`config.mk`:
```
export PLATFORM = sky130hd
export DESIGN_NAME = bridge_guard
export DESIGN_NICKNAME = d
export VERILOG_FILES = /design/src/bridge_guard_pkg.sv /design/src/bridge_guard.sv
export VERILOG_INCLUDE_DIRS = /design/src
export SDC_FILE = /design/constraint.sdc
export NUM_CORES = 1
export LEC_CHECK = 0
export BUFFER_PORTS_ARGS = -buffer_cell sky130_fd_sc_hd__buf_2
export CELL_PAD_IN_SITES_DETAIL_PLACEMENT = 1
export CELL_PAD_IN_SITES_GLOBAL_PLACEMENT = 2
export CORE_ASPECT_RATIO = 1.2
export CORE_MARGIN = 3
export CORE_UTILIZATION = 43
export CTS_BUF_LIST = sky130_fd_sc_hd__clkbuf_4 sky130_fd_sc_hd__clkbuf_8
export DETAILED_ROUTE_END_ITERATION = 8
export HOLD_SLACK_MARGIN = 0.15
export PLACE_DENSITY_LB_ADDON = 0.1
export SYNTH_ARGS = -nofsm -noshare
export SYNTH_HDL_FRONTEND = slang
export SYNTH_SLANG_ARGS = --single-unit
```
`constraint.sdc`:
```
create_clock -name sys_clk -period 3 [get_ports sys_clk]
set_input_delay 0.6 -clock sys_clk [delete_from_list [all_inputs] [get_ports sys_clk]]
set_output_delay 0.6 -clock sys_clk [all_outputs]
set_load 0.01 [all_outputs]
```
`src/bridge_guard_params.svh`:
```
/*
 Constants of the half-bridge protection block: register offsets,
 serial frame bit positions, event bits and protection times.
 Assumes inclusion by bare name from the package and the design.
*/
`ifndef BRIDGE_GUARD_PARAMS_SVH
`define BRIDGE_GUARD_PARAMS_SVH

// APB register byte offsets
`define REG_STATUS 12'h000
`define REG_MASK 12'h004
`define REG_FAULT 12'h008
`define REG_CMD 12'h00C

// Serial frame layout, LSB first on the wire
`define FRAME_BITS 16
`define BIT_LOCKOUT_CTL 15
`define BIT_DELAY_SEL 13
`define BIT_RESET_REQ 0
`define BIT_SUPPLY_FAIL 15
`define BIT_OVERCURRENT 13
`define BIT_SHOOT 12
`define BIT_WARN 0
`define DRV_LSB 1
`define DRV_MSB 6

// Event bits of the status and mask registers
`define EV_FRAME 0
`define EV_SHOOT 1
`define EV_OC 2
`define EV_OV 3
`define EV_WARN 4
`define EV_BITS 5

// Timing: clock rate and protection times in microseconds
`define CLK_MHZ 50
`define OC_LONG_US 200
`define OC_SHORT_US 25
`define FILTER_US 2

// Reset values
`define ZERO32 32'h0000_0000
// Serial pins at rest: clock low, select high, data low
`define LINK_IDLE_PINS 3'h2
`endif

```
`src/bridge_guard_pkg.sv`:
```
/*
 Types shared by the half-bridge protection block.
 Assumes the constants header sits in the same folder.
*/
`include "bridge_guard_params.svh"

package bridge_guard_pkg;
    // Analog comparator levels arriving from outside the clock domain
    typedef struct packed {
        logic vcc_uv;
        logic load_supply_uv;
        logic load_supply_ov;
        logic [5:0] over_current;
        logic [2:0] thermal_warn;
        logic [2:0] thermal_shut;
    } sense_type;

    // Reported fault flags
    typedef struct packed {
        logic supply_fail_flag;
        logic overcurrent_flag;
        logic shoot_through_flag;
        logic thermal_warning_flag;
    } flags_type;

    // Serial link states, one bit changing per step except LINK_ACCEPT back to LINK_IDLE
    typedef enum logic [1:0] {
        LINK_IDLE = 2'b00,
        LINK_SHIFT = 2'b01,
        LINK_ACCEPT = 2'b11
    } link_state_type;
endpackage

```
`src/bridge_guard.sv`:
```
/*
 Protection and output gating of a serially controlled triple half
 bridge: power-up gating, overvoltage lockout, shoot-through check,
 overcurrent shutdown, thermal gating, fault flags, serial slave,
 APB registers with interrupt.
 Assumes sys_clk at 50 MHz, rst_b from the logic-supply power-on
 reset, serial pins and comparators asynchronous to sys_clk.
*/
// Design decisions made here: the APB interface to the registers and the address map.
// Behaviour
// - Drivers off at power-up and during undervoltage
// - Serial logic ignores load supply state
// - Overvoltage sets supply fail flag always
// - Lockout bit: overvoltage forces all outputs off
// - Programmed state kept, restored after overvoltage
// - Supply fail flag cleared only by reset request
// - Both drivers requested: flag, channel off
// - Channel held off until shoot-through flag cleared
// - Sustained overcurrent latches output off, flags
// - Delay select: 200 us or 25 us
// - Reset request re-enables latched output, clears flag
// - Delay timer starts at overcurrent threshold
// - No driver on during thermal shutdown
// - Three warning monitors set warning flag
// - Warning clears only when cool and reset requested
// - Valid frame with reset request bit clears fault status
// - Persisting faults re-set after filter time
`timescale 1ns/100ps
`include "bridge_guard_params.svh"

module bridge_guard
    import bridge_guard_pkg::*;
#(
    parameter int OC_LONG_CYC = `OC_LONG_US * `CLK_MHZ,
    parameter int OC_SHORT_CYC = `OC_SHORT_US * `CLK_MHZ,
    parameter int FILTER_CYC = `FILTER_US * `CLK_MHZ
)
(
    input wire logic sys_clk,
    input wire logic rst_b,
    input wire logic clk_en,
    input wire logic psel,
    input wire logic penable,
    input wire logic pwrite,
    input wire logic [11:0] paddr,
    input wire logic [31:0] pwdata,
    output logic [31:0] prdata,
    output logic pready,
    output logic pslverr,
    output logic irq,
    input wire logic sclk,
    input wire logic chip_select_b,
    input wire logic si,
    output logic so_out,
    output logic so_oe,
    input wire sense_type sense,
    output logic [5:0] drive
);
    localparam int SW = $bits(sense_type);
    localparam logic [13:0] LONG_C = 14'(OC_LONG_CYC);
    localparam logic [13:0] SHORT_C = 14'(OC_SHORT_CYC);
    localparam logic [13:0] FILT_C = 14'(FILTER_CYC);
    localparam logic [4:0] FRAME_C = 5'(`FRAME_BITS);
    // Select idles high, so its synchroniser resets high: no false frame start
    localparam logic [SW+2:0] SYNC_IDLE = {`LINK_IDLE_PINS, {SW{1'b0}}};

    // Two-stage synchronisers for every asynchronous input
    logic [SW+2:0] sync1_reg;
    logic [SW+2:0] sync2_reg;
    sense_type sn;
    logic sclk_s, csb_s, si_s, sclk_d_reg;
    assign {sclk_s, csb_s, si_s} = sync2_reg[SW+2:SW];
    assign sn = sense_type'(sync2_reg[SW-1:0]);

    // Stage one is read only by stage two
    always_ff @(posedge sys_clk or negedge rst_b)
    begin
        if (!rst_b)
        begin
            sync1_reg <= SYNC_IDLE;
            sync2_reg <= SYNC_IDLE;
            sclk_d_reg <= 1'b0;
        end
        else if (clk_en)
        begin
            sync1_reg <= {sclk, chip_select_b, si, sense};
            sync2_reg <= sync1_reg;
            sclk_d_reg <= sclk_s;
        end
    end

    // Link edges found from the synchronised serial clock
    wire sclk_rise = sclk_s & ~sclk_d_reg;
    wire sclk_fall = ~sclk_s & sclk_d_reg;

    // Serial slave state
    link_state_type st_reg;
    logic [15:0] shift_reg;
    logic si_bit_reg;
    logic [4:0] cnt_reg;
    logic [15:0] prog_reg;
    flags_type flags_reg;
    logic [5:0] drive_reg;
    logic so_reg, so_oe_reg;
    logic [15:0] out_word;

    // Reply frame: flags and actual driver states
    always_comb
    begin
        out_word = 16'h0000;
        out_word[`BIT_SUPPLY_FAIL] = flags_reg.supply_fail_flag;
        out_word[`BIT_OVERCURRENT] = flags_reg.overcurrent_flag;
        out_word[`BIT_SHOOT] = flags_reg.shoot_through_flag;
        out_word[`BIT_WARN] = flags_reg.thermal_warning_flag;
        out_word[`DRV_MSB:`DRV_LSB] = drive_reg;
    end

    // Serial framing; the load supply never enters here
    always_ff @(posedge sys_clk or negedge rst_b)
    begin
        if (!rst_b)
        begin
            st_reg <= LINK_IDLE;
            shift_reg <= 16'h0000;
            si_bit_reg <= 1'b0;
            cnt_reg <= 5'h00;
        end
        else if (clk_en)
        begin
            case (st_reg)
                LINK_IDLE:
                begin
                    // Reply is captured when the select falls
                    if (!csb_s)
                    begin
                        st_reg <= LINK_SHIFT;
                        shift_reg <= out_word;
                        cnt_reg <= 5'h00;
                    end
                end
                LINK_SHIFT:
                begin
                    if (csb_s)
                        st_reg <= (cnt_reg >= FRAME_C) ? LINK_ACCEPT : LINK_IDLE;
                    else if (sclk_rise)
                    begin
                        si_bit_reg <= si_s;
                        // Saturate: longer frames serve a daisy chain
                        if (cnt_reg < FRAME_C)
                            cnt_reg <= cnt_reg + 5'h01;
                    end
                    else if (sclk_fall)
                        shift_reg <= {si_bit_reg, shift_reg[15:1]};
                end
                LINK_ACCEPT:
                    st_reg <= LINK_IDLE;
                default:
                    st_reg <= LINK_IDLE;
            endcase
        end
    end

    // Frame decode at acceptance
    wire accept = (st_reg == LINK_ACCEPT);
    wire reset_req = accept & shift_reg[`BIT_RESET_REQ];
    wire [5:0] req = shift_reg[`DRV_MSB:`DRV_LSB];
    logic [2:0] shoot_hit;
    logic [5:0] shoot_mask;
    logic [2:0] blk_reg;
    logic [5:0] blk6;

    // Per channel shoot-through check and masks
    genvar g;
    generate
        for (g = 0; g < 3; g++)
        begin : g_chan
            assign shoot_hit[g] = accept & req[2*g] & req[2*g+1];
            assign shoot_mask[2*g+1:2*g] = {2{shoot_hit[g]}};
            assign blk6[2*g+1:2*g] = {2{blk_reg[g]}};
        end
    endgenerate

    // Programmed command, kept through every fault
    always_ff @(posedge sys_clk or negedge rst_b)
    begin
        if (!rst_b)
        begin
            prog_reg <= 16'h0000;
            blk_reg <= 3'b000;
        end
        else if (clk_en)
        begin
            if (accept)
            begin
                prog_reg <= shift_reg;
                // Attempted pair is dropped so no later clear arms it
                prog_reg[`DRV_MSB:`DRV_LSB] <= req & ~shoot_mask;
            end
            // New attempt wins over a clear in the same frame
            blk_reg <= shoot_hit | (blk_reg & {3{~reset_req}});
        end
    end

    // Fault filter window after a status clear
    logic [13:0] filt_reg;
    wire filt_done = (filt_reg == 14'h0000);
    always_ff @(posedge sys_clk or negedge rst_b)
    begin
        if (!rst_b)
            filt_reg <= 14'h0000;
        else if (clk_en)
        begin
            if (reset_req)
                filt_reg <= FILT_C;
            else if (!filt_done)
                filt_reg <= filt_reg - 14'h0001;
        end
    end

    // Overcurrent delay timers, one per output
    logic [13:0] oc_cnt [6];
    logic [5:0] oc_latch_reg;
    logic [5:0] oc_trip;
    wire [13:0] oc_limit = prog_reg[`BIT_DELAY_SEL] ? SHORT_C : LONG_C;
    generate
        for (g = 0; g < 6; g++)
        begin : g_oc
            // Trip on the last cycle of a sustained overcurrent
            assign oc_trip[g] = sense_ok_oc(g) & (oc_cnt[g] == oc_limit - 14'h0001);
            always_ff @(posedge sys_clk or negedge rst_b)
            begin
                if (!rst_b)
                    oc_cnt[g] <= 14'h0000;
                else if (clk_en)
                    // Counts from the threshold crossing; any gap restarts it
                    oc_cnt[g] <= sense_ok_oc(g) ? oc_cnt[g] + 14'h0001 : 14'h0000;
            end
        end
    endgenerate

    // Overcurrent counts only while the output is on and not latched
    function automatic logic sense_ok_oc(input int i);
        sense_ok_oc = sn.over_current[i] & drive_reg[i] & ~oc_latch_reg[i];
    endfunction

    // Latched off until a reset request; a trip wins over a clear
    always_ff @(posedge sys_clk or negedge rst_b)
    begin
        if (!rst_b)
            oc_latch_reg <= 6'b000000;
        else if (clk_en)
            oc_latch_reg <= oc_trip | (oc_latch_reg & {6{~reset_req}});
    end

    // Fault flag sources
    wire uv = sn.vcc_uv | sn.load_supply_uv;
    wire ov_off = sn.load_supply_ov & prog_reg[`BIT_LOCKOUT_CTL];
    wire tshut_any = |sn.thermal_shut;
    wire twarn_any = |sn.thermal_warn;
    flags_type flags_set;
    assign flags_set.supply_fail_flag = sn.load_supply_ov & filt_done;
    assign flags_set.overcurrent_flag = |oc_trip;
    assign flags_set.shoot_through_flag = |shoot_hit;
    assign flags_set.thermal_warning_flag = twarn_any & filt_done;

    // Flags: set wins; only a reset request clears
    always_ff @(posedge sys_clk or negedge rst_b)
    begin
        if (!rst_b)
            flags_reg <= '0;
        else if (clk_en)
            flags_reg <= flags_set | (flags_reg & {4{~reset_req}});
    end

    // Output gating; programmed bits return alone when undervoltage, lockout or thermal shutdown go
    wire [5:0] drive_next = prog_reg[`DRV_MSB:`DRV_LSB] & ~oc_latch_reg & ~blk6
        & {6{~uv & ~ov_off & ~tshut_any}};
    always_ff @(posedge sys_clk or negedge rst_b)
    begin
        if (!rst_b)
        begin
            drive_reg <= 6'b000000;
            so_reg <= 1'b0;
            so_oe_reg <= 1'b0;
        end
        else if (clk_en)
        begin
            drive_reg <= drive_next;
            so_reg <= shift_reg[0];
            so_oe_reg <= ~csb_s & (st_reg != LINK_IDLE);
        end
    end

    // APB decode
    wire setup = psel & ~penable;
    wire access = psel & penable & pready;
    wire hit_st = (paddr == `REG_STATUS);
    wire hit_mk = (paddr == `REG_MASK);
    wire hit_ft = (paddr == `REG_FAULT);
    wire hit_cm = (paddr == `REG_CMD);
    wire mapped = hit_st | hit_mk | hit_ft | hit_cm;
    logic [`EV_BITS-1:0] status_reg, mask_reg, events;
    assign events = {flags_set.thermal_warning_flag & ~flags_reg.thermal_warning_flag,
        sn.load_supply_ov & ~flags_reg.supply_fail_flag, |oc_trip, |shoot_hit, accept};
    wire [`EV_BITS-1:0] w1c = (access & pwrite & hit_st) ? pwdata[`EV_BITS-1:0]
        : {`EV_BITS{1'b0}};
    wire [31:0] rd_mux = hit_st ? 32'(status_reg) : hit_mk ? 32'(mask_reg)
        : hit_ft ? {16'h0000, out_word} : hit_cm ? {16'h0000, prog_reg} : `ZERO32;

    // Registers answer in the first access cycle
    always_ff @(posedge sys_clk or negedge rst_b)
    begin
        if (!rst_b)
        begin
            pready <= 1'b0;
            pslverr <= 1'b0;
            prdata <= `ZERO32;
            status_reg <= '0;
            mask_reg <= '0;
            irq <= 1'b0;
        end
        else if (clk_en)
        begin
            pready <= setup;
            pslverr <= setup & ~mapped;
            prdata <= setup ? rd_mux : `ZERO32;
            // New events win over a write-one-to-clear
            status_reg <= events | (status_reg & ~w1c);
            if (access & pwrite & hit_mk)
                mask_reg <= pwdata[`EV_BITS-1:0];
            irq <= |(status_reg & mask_reg);
        end
    end

    assign drive = drive_reg;
    assign so_out = so_reg;
    assign so_oe = so_oe_reg;
endmodule // bridge_guard

```
==> results of run 1 <==
## cells in the mapped netlist, types with 8 or more instances
cell type / number
or3_1: 11
and3_1: 24
ha_1: 10
nor2_1: 121
nand2b_1: 11
mux2_2: 48
and2_1: 8
xnor2_1: 26
inv_1: 25
a21oi_1: 31
o2bb2ai_1: 18
nand3b_1: 12
clkbuf_1: 23
a22o_1: 8
nand2_1: 114
nand3_1: 45
nand4_1: 17
buf_2: 14
nor3_1: 19
buf_4: 17
dfrtp_1: 223
o21ai_0: 59
o31ai_1: 12
xor2_1: 36
mux2i_1: 12
## through the flow
step | setup slack (ns) | hold WS [ns] | cells | utilization
floorplan | 1.04 | 0.304 | 1054 | -
global placement | 0.460 | 0.451 | 1403 | 0.471
detailed placement | 0.437 | 0.454 | 1403 | 0.471
CTS | 0.765 | 0.245 | 1474 | 0.505
global route | 0.539 | 0.259 | 1474 | 0.505
finish | 0.838 | 0.291 | 1474 | 0.505
## critical path, cell delays in order, from the launching register on
cell and delay [ns]:
dfrtp_1 0.46, buf_4 0.22, or4b_1 0.17, nor4_1 0.04
o21ai_0 0.44, o2111ai_1 0.34, a211oi_1 0.29, nor2_1 0.08
## layer usage
metal / vias up / global-route usage / routed length, um
met5: - / 0 / 0
met4: 0 / 0.0584 / 591
met3: 47 / 0.0353 / 869
met2: 98 / 0.356 / 13200
met1: 3997 / 0.265 / 11800
li1: 3795 / - / -
## power breakdown
| part | internal, uW | switching [uW] | total [uW] |
|---|---|---|---|
| registers | 3320 | 264 | 3580 |
| logic | 353 | 447 | 800 |
| clock network | 1680 | 1280 | 2970 |
| total | 5350 | 2000 | 7350 |
## final cells by class
cell class,instances,area [um^2],share of cell area
Clock buffer,65,801,0.0657
Clock inverter,5,30.0,0.00246
Inverter,26,97.6,0.00800
Multi-Input combinational cell,744,4680,0.384
Sequential cell,225,5630,0.462
Tap cell,320,400,0.0328
Timing Repair Buffer,89,553,0.0453
## worst max-delay path by stage
stage / endpoint / slack [ns]
after floorplan: mask_reg[0] / 1.04
after global placement: prdata[6] / 0.46
after detailed placement: prdata[12] / 0.44
after CTS: flags_reg[2] / 0.77
after global routing: status_reg[2] / 0.54
final: flags_reg[2] / 0.84
## logic make-up after synthesis
group	count (synthesis)
AND/OR/NAND/NOR	424
flip-flops	225
AO/OA/AOI/OAI	172
buffers and inverters	85
XOR/XNOR	62
multiplexers	60
adder cells (fa/ha/maj)	10
other	1
## repair_timing
action	4_1_cts	5_1_grt
resized for setup	0	0
endpoints found under the hold margin	64	0
hold buffers	1	0
==> results.yml, run 1 <==
status:
  status: "finished clean"
global_route:
  grt_max_degree: 70
  grt_pass1_wl_um: 44400
  grt_usage: 0.205
  grt_pass1_vias: 8497
  antenna_found_initial: 0
  grt_overflow_total: 0
timing:
  hold_viol: 0
  rsz0062_at_grt: "no"
  slew_headroom: 0.419
  skew_ns: 0.0229
  fin_crit_sh: 0.721
  fmax_mhz: 462
  worst_pin_slew_ns: 0.865
  setup_violations: 0
  slew_viol_final: 0
  post-route-min-period_ns: 2.16
  setup_tns_ns: 0
floorplan:
  fp.dieW_um: 150
  die_area_mm2: 0.0267
  rows: 62
  coreArea_mm2: 0.0241
  initial_core_util: 0.442
  die_h_um: 178
  ios: 111
hold_path:
  min_path_type: "in -> reg"
  whs_endpoint: "sync1_reg[1]"
  hold_depth: 2
  hold_start: "sense[1]"
clocking:
  root_buffer: "clkbuf_8"
  cts_max_level: 2
  clk_path_buf_depth: 3
  cts_setup_buffers: 0
  cts_tree: "yes"
  insertion_delay_ns: 0.54
  clk_transition_reported_paths_ns: 0.06
  cts_sinks: 225
  cts_buffers: 40
worst_setup_path:
  r2r_start: "prog_reg[13]"
  worstReg2RegEnd: "flags_reg[2]"
  crit_fanout: 7
  reg2reg_slack_ns: 0.84
  worstRegToRegCells: 7
  path_class: "reg -> reg"
  setup.worst_path.start: "prog_reg[13]"
  cp.required_ns: 3.42
  worstPathArrival_ns: 2.58
  end_kind: "register"
  startpoint_type: "register"
synthesis:
  yosysTopAreaCell: "dfrtp_1"
  synth_top_flop_cell: "dfrtp_1"
  synth-xor-area-share: 0.0510
  synthDominantCellAreaShare: 0.524
  synth.area.mux_share: 0.0620
  ys_top_cells_by_area: "dfrtp_1 (52%), mux2_2 (5.1%), nor2_1 (4.3%)"
  synth_edf_count: 0
  syn-mean-instance-area_um2: 10.3
  synth_warnings: 0
  synth-compound-area-share: 0.109
  synth-simple-area-share: 0.200
  async_reset_ff_frac: 1.00
  synth_seq_cells: 225
  ys_seq_area_frac: 0.529
  synth_top_family_by_area: "simple AND/OR/NAND/NOR gates"
  yosys.area_share.adder: 0.0117
  syn_area_mm2: 0.0107
  synth.distinct_cells: 68
  syn-instance-count: 1039
placed_design:
  dp_hpwl_um: 18300
  port-buffer-count: 67
  placed_area_mm2: 0.0114
  gp_congestion: 0.784
drt:
  viasPerCell: 5.38
  drc_errors: 0
  drt_pre_antenna_iters: 4
  postRouteAntennaNets: 0
  wl_per_cell_um: 17.9
  drt_iter0_markers: 274
  vias: 7937
  wl_um: 26400
layout:
  layout_common_cells: "dfrtp_1 (223), nor2_1 (120), nand2_1 (114)"
  n_antenna_cell: 0
  drive_above_1_share: 0.195
  area_growth_syn_to_layout_pct: 14.5
  largest_register_ffs: 84
  mostFrequentLayoutCell: "dfrtp_1"
  n_fill_cell: 2736
  nNetsFinal: 1204
  finalInstanceArea_mm2: 0.0122
run:
  maxCapViolations: 0
power_and_ir_drop:
  irDropWorstVdd_v: 0.000427
  p_total_uw: 7350
  power_leakage_uw: 0.00546
  p_per_area_mw_per_mm2: 602
No activity file was read; power rests on OpenSTA's default activity.
==> run 2: changes to the inputs <==
--- a/config.mk
+++ b/config.mk
@@ -6,12 +6,13 @@
 export SDC_FILE = /design/constraint.sdc
 export NUM_CORES = 1
 export LEC_CHECK = 0
+export ABC_AREA = 1
 export BUFFER_PORTS_ARGS = -buffer_cell sky130_fd_sc_hd__buf_2
 export CELL_PAD_IN_SITES_DETAIL_PLACEMENT = 1
 export CELL_PAD_IN_SITES_GLOBAL_PLACEMENT = 2
 export CORE_ASPECT_RATIO = 1.2
 export CORE_MARGIN = 3
-export CORE_UTILIZATION = 43
+export CORE_UTILIZATION = 33
 export CTS_BUF_LIST = sky130_fd_sc_hd__clkbuf_4 sky130_fd_sc_hd__clkbuf_8
 export DETAILED_ROUTE_END_ITERATION = 8
 export HOLD_SLACK_MARGIN = 0.15
==> constraint.sdc (replaced) <==
create_clock -name sys_clk -period 1.9 [get_ports sys_clk]
set_input_delay 0.38 -clock sys_clk [delete_from_list [all_inputs] [get_ports sys_clk]]
set_output_delay 0.38 -clock sys_clk [all_outputs]
set_load 0.01 [all_outputs]
==> results.yml, run 2 <==
clocking:
  cts_max_level: 2
  root_buffer: "clkbuf_8"
  cts_buffers: 43
  cts_sinks: 225
  clk_path_buf_depth: 3
  clk_transition_reported_paths_ns: 0.06
  insertion_delay_ns: 0.58
  cts_tree: "yes"
worst_setup_path:
  worstPathArrival_ns: 1.30
  startpoint_type: "register"
  crit_fanout: 3
  crit_chain: "buf_4, buf_2"
  critPathMaxStageDelay_ns: 0.41
  end_kind: "output pin"
  reg2reg_slack_ns: 0.22
  crit_family: "flip-flops"
  crit_slowest_cell: "dfrtp_1"
  crit_buf_inv: 2
  path_class: "reg -> out"
  cp.required_ns: 1.52
synthesis:
  post-synth-top-count-cell: "nand2_1"
  ys_top_cells_by_area: "dfrtp_1 (49%), nand2_1 (10%), o21ai_0 (5.6%)"
  synth_warnings: 0
  synth_top_flop_cell: "dfrtp_1"
  syn-instance-count: 1378
  synthDominantCellAreaShare: 0.495
  async_reset_ff_frac: 1.00
  synth_seq_cells: 225
  ys_seq_area_frac: 0.499
  syn_area_mm2: 0.0113
  yosysTopAreaCell: "dfrtp_1"
  synth.distinct_cells: 53
  synth_edf_count: 0
  syn-mean-instance-area_um2: 8.19
  yosys-top-cells-count: "nand2_1 (307), dfrtp_1 (223), inv_1 (164), nor2_1 (148), o21ai_0 (126)"
placed_design:
  dp_slack_ns: 0.0851
  dp_hpwl_um: 23700
  dp_cells: 1912
  gp_congestion: 0.766
  port-buffer-count: 67
power_and_ir_drop:
  p_int_uw: 9100
  power_frac_clock: 0.353
  p_per_area_mw_per_mm2: 981
  pwr-share-comb: 0.194
  irDropWorstVdd_v: 0.000521
  power.switching_uw: 4270
  pwr-share-seq: 0.452
  p_sw_frac: 0.319
  power_leakage_uw: 0.00643
global_route:
  antenna_found_initial: 0
  grt_overflow_total: 0
  grt_max_degree: 58
  grt_usage: 0.186
  grt_pass1_vias: 10700
  grt_pass1_wl_um: 55700
run:
  maxCapViolations: 0
timing:
  worst_pin_slew_ns: 0.651
  rsz0062_at_grt: "no"
  post-route-min-period_ns: 1.68
  slew_headroom: 0.565
  slew_viol_final: 0
  fmax_mhz: 594
  skew_ns: 0.0324
  setup_tns_ns: 0
  fin_crit_sh: 0.886
  setup_violations: 0
  timing.final.ws_setup_ns: 0.216
  hold_viol: 0
layout:
  nNetsFinal: 1616
  n_antenna_cell: 0
  layout_common_cells: "nand2_1 (307), dfrtp_1 (223), inv_1 (162)"
  instances_no_fill: 2014
  largest_register_ffs: 84
  drive_above_1_share: 0.166
  area_growth_syn_to_layout_pct: 20.8
  mostFrequentLayoutCell: "nand2_1"
drt:
  drt_pre_antenna_iters: 4
  wl_um: 32800
  drc_errors: 0
  viasPerCell: 4.78
  drt_iter0_markers: 266
  wl_per_cell_um: 16.3
  postRouteAntennaNets: 0
  vias: 9619
floorplan:
  initial_core_util: 0.338
  ios: 111
  coreArea_mm2: 0.0334
  die_area_mm2: 0.0365
  rows: 73
  die_h_um: 209
  fp.dieW_um: 175
hold_path:
  min_path_type: "in -> reg"
status:
  status: "finished clean"
==> run 2: cell types whose count changed after synthesis, sizes merged, moves of 22 or more <==
cell   previous run  this run
nand2           115       323
inv              26       167
o21ai            61       133
mux2             48         0
nor2            124       171
nand3            45        84
nor3             20        49
xnor2            26         4
==> run 2: final timing paths <==
path / end / from / cells after the start
setup / recovery: drive[4] / drive[4] / 2
hold / removal: sync1_reg[12] / clk_en / 3
setup reg to reg: filt_reg[4] / filt_reg[10] / 9
hold reg to reg: prog_reg[1] / shift_reg[2] / 1
max in group asynchronous: oc_cnt[50] / rst_b / 3
min in group asynchronous: prdata[12] / rst_b / 2
==> run 2: logic make-up after synthesis <==
family | count (synthesis) | share of synthesized area
other cells | 1 | 0.000332
simple gates | 670 | 0.272
xor+xnor | 24 | 0.0186
fa+ha+maj | 10 | 0.0111
buf+inv | 220 | 0.0833
flops | 225 | 0.499
compound gates | 228 | 0.115
==> run 2: routing by layer <==
metal / global-route usage / up-vias / share of wire
li1: - / 4773 / -
met5: 0 / - / 0
met3: 0.0316 / 52 / 0.028
met4: 0.0537 / 0 / 0.023
met2: 0.330 / 101 / 0.50
met1: 0.233 / 4693 / 0.45
==> run 2: worst register-to-register path, delay by kind of cell (launching register included) <==
kind	cells	cell delay (ns)
AOI/OAI and AO/OA	1	0.07
buffers and inverters	1	0.20
DFF	1	0.41
and+or+nand+nor	7	0.85
==> run 2: final cells by class <==
cell class                      instances  area [um^2]
Clock inverter                          7         52.6
Multi-Input combinational cell        948         4770
Tap cell                              450          563
Sequential cell                       225         5630
Fill cell                            4107        19800
Timing Repair Buffer                  152         1210
Inverter                              168          634
Clock buffer                           64          774
==> run 2: stage by stage <==
step / utilization / total power, uW / cell area [um^2] / hold WS [ns]
after floorplan: - / 7640 / 11300 / 0.0844
after global placement: 0.374 / 8600 / 12500 / 0.385
after detailed placement: 0.374 / 8700 / 12500 / 0.381
after CTS: 0.407 / 13600 / 13600 / 0.157
after global routing: 0.408 / 14300 / 13600 / 0.168
final: 0.408 / 13400 / 13600 / 0.193
==> run 2: timing repair <==
action / CTS / global route
endpoints found under the hold margin: 150 / 0
hold buffers: 29 / 0
gates resized for setup: 0 / 1
setup buffers: 0 / 2
setup endpoints to repair: 0 / 2
==> run 2: power groups by stage <==
stage,Sequential (uW),Clock [uW],Combinational [uW]
after floorplan,5960,0,1680
after global placement,6100,0,2500
after detailed placement,6120,0,2580
after CTS,6050,4950,2640
after global routing,6140,5170,3030
final,6050,4730,2600
==> run 3: changes to the inputs <==
--- a/config.mk
+++ b/config.mk
@@ -8,11 +8,11 @@
 export LEC_CHECK = 0
 export ABC_AREA = 1
 export BUFFER_PORTS_ARGS = -buffer_cell sky130_fd_sc_hd__buf_2
-export CELL_PAD_IN_SITES_DETAIL_PLACEMENT = 1
-export CELL_PAD_IN_SITES_GLOBAL_PLACEMENT = 2
+export CELL_PAD_IN_SITES_DETAIL_PLACEMENT = 0
+export CELL_PAD_IN_SITES_GLOBAL_PLACEMENT = 1
 export CORE_ASPECT_RATIO = 1.2
 export CORE_MARGIN = 3
-export CORE_UTILIZATION = 33
+export CORE_UTILIZATION = 42
 export CTS_BUF_LIST = sky130_fd_sc_hd__clkbuf_4 sky130_fd_sc_hd__clkbuf_8
 export DETAILED_ROUTE_END_ITERATION = 8
 export HOLD_SLACK_MARGIN = 0.15
==> results.yml, run 3 (synthesized netlist as in run 2, its figures left out) <==
status:
  status: "finished clean"
placed_design:
  port-buffer-count: 67
  gp_congestion: 0.844
  dp_hpwl_um: 19700
  dp_cells: 1782
worst_setup_path:
  setup.worst_path.start: "prog_reg[13]"
  crit_fanout: 6
  reg2reg_slack_ns: 0.22
  worstRegToRegCells: 12
  cp.required_ns: 2.38
  r2r_start: "prog_reg[13]"
  startpoint_type: "register"
  path_class: "reg -> reg"
  worstReg2RegEnd: "status_reg[2]"
  end_kind: "register"
  crit_path_end: "status_reg[2]"
  worstPathArrival_ns: 2.16
layout:
  instances_no_fill: 1880
  area_growth_syn_to_layout_pct: 17.4
  nNetsFinal: 1591
  drive_above_1_share: 0.157
  n_antenna_cell: 0
  layout_common_cells: "nand2_1 (307), dfrtp_1 (223), inv_1 (163)"
  largest_register_ffs: 84
  mostFrequentLayoutCell: "nand2_1"
drt:
  postRouteAntennaNets: 0
  wl_per_cell_um: 14.6
  drt_iter0_markers: 534
  wl_um: 27400
  vias: 9339
  viasPerCell: 4.97
  drc_errors: 0
  drt_pre_antenna_iters: 5
global_route:
  grt_overflow_total: 0
  grt_pass1_vias: 9308
  grt_max_degree: 55
  grt_usage: 0.193
  grt_pass1_wl_um: 46100
  antenna_found_initial: 0
floorplan:
  coreArea_mm2: 0.0264
  rows: 65
  initial_core_util: 0.428
  ios: 111
  die_h_um: 186
  fp.dieW_um: 156
  die_area_mm2: 0.0289
timing:
  skew_ns: 0.0222
  post-route-min-period_ns: 1.68
  hold_viol: 0
  rsz0062_at_grt: "no"
  fin_crit_sh: 0.883
  holdWs_ns: 0.194
  fmax_mhz: 596
  slew_headroom: 0.554
  setup_violations: 0
  slew_viol_final: 0
  setup_tns_ns: 0
  worst_pin_slew_ns: 0.667
clocking:
  post_cts_resized: 0
  cts_setup_buffers: 0
  clk_transition_reported_paths_ns: 0.06
  cts_tree: "yes"
  insertion_delay_ns: 0.54
  cts_sinks: 225
  clk_path_buf_depth: 3
  postCtsHoldBufs: 24
  root_buffer: "clkbuf_8"
  cts_buffers: 40
  cts_max_level: 2
power_and_ir_drop:
  irDropWorstVdd_v: 0.000680
  p_per_area_mw_per_mm2: 985
  power_leakage_uw: 0.00633
hold_path:
  min_path_type: "in -> reg"
run:
  maxCapViolations: 0
-- run 3: cell count changes in the layout (fill, tap and decap cells not counted), moves of 2 or more --
cell,delta
buf_12,-6
buf_4,-11
clkbuf_4,-3
clkinv_2,+6
clkinvlp_4,-2
dlygate4sd3_1,-5
-- run 3: how the worst min path moves through the flow --
stage / start / endpoint / depth (start not counted)
after detailed placement: rst_b / oc_cnt[36] / 1
after CTS: pwdata[3] / mask_reg[3] / 5
after global routing: pwdata[3] / mask_reg[3] / 5
final: pwdata[3] / mask_reg[3] / 5
after global placement: rst_b / oc_cnt[35] / 1
after floorplan: rst_b / blk_reg[0] / 0
-- run 3: worst max-delay path: stages, from the launching register on --
cell and delay [ns]:
dfrtp_1 0.37, inv_1 0.27, buf_4 0.23, nor2_1 0.04, nor2_1 0.08, nand2_1 0.05
nor2_1 0.08, nand3_1 0.13, nand2_1 0.08, nor2_1 0.05, nand2_1 0.05, nand2_1 0.10
nand2_1 0.08
-- run 3: cell type report --
| cell class | count | area, um^2 |
|---|---|---|
| Inverter | 168 | 631 |
| Clock inverter | 12 | 72.6 |
| Clock buffer | 62 | 766 |
| Tap cell | 335 | 419 |
| Timing Repair Buffer | 130 | 956 |
| Fill cell | 2618 | 13100 |
| Multi-Input combinational cell | 948 | 4770 |
| Sequential cell | 225 | 5630 |
-- run 3: power by group --
part	switching (uW)	leakage, uW	total (uW)	internal [uW]
combinational	1520	0.00292	2390	872
clock	2040	0.000455	4640	2600
sequential	492	0.00296	6020	5520
total	4060	0.00633	13000	8990
-- run 3: through the flow --
stage / setup WS [ns] / cell area [um^2] / utilization / power [uW]
after global routing: 0.0178 / 13200 / 0.503 / 13900
after detailed placement: 0.0171 / 12200 / 0.462 / 8490
after CTS: 0.158 / 13200 / 0.503 / 13300
after floorplan: 0.441 / 11300 / - / 7640
final: 0.223 / 13200 / 0.503 / 13000
after global placement: 0.0377 / 12200 / 0.462 / 8440
-- run 3: metal layers --
| metal | share of wire | up-vias | track usage |
|---|---|---|---|
| li1 | - | 4736 | - |
| met4 | 0.029 | 0 | 0.0651 |
| met1 | 0.46 | 4387 | 0.252 |
| met2 | 0.48 | 156 | 0.328 |
| met3 | 0.037 | 60 | 0.0337 |
| met5 | 0 | - | 0 |
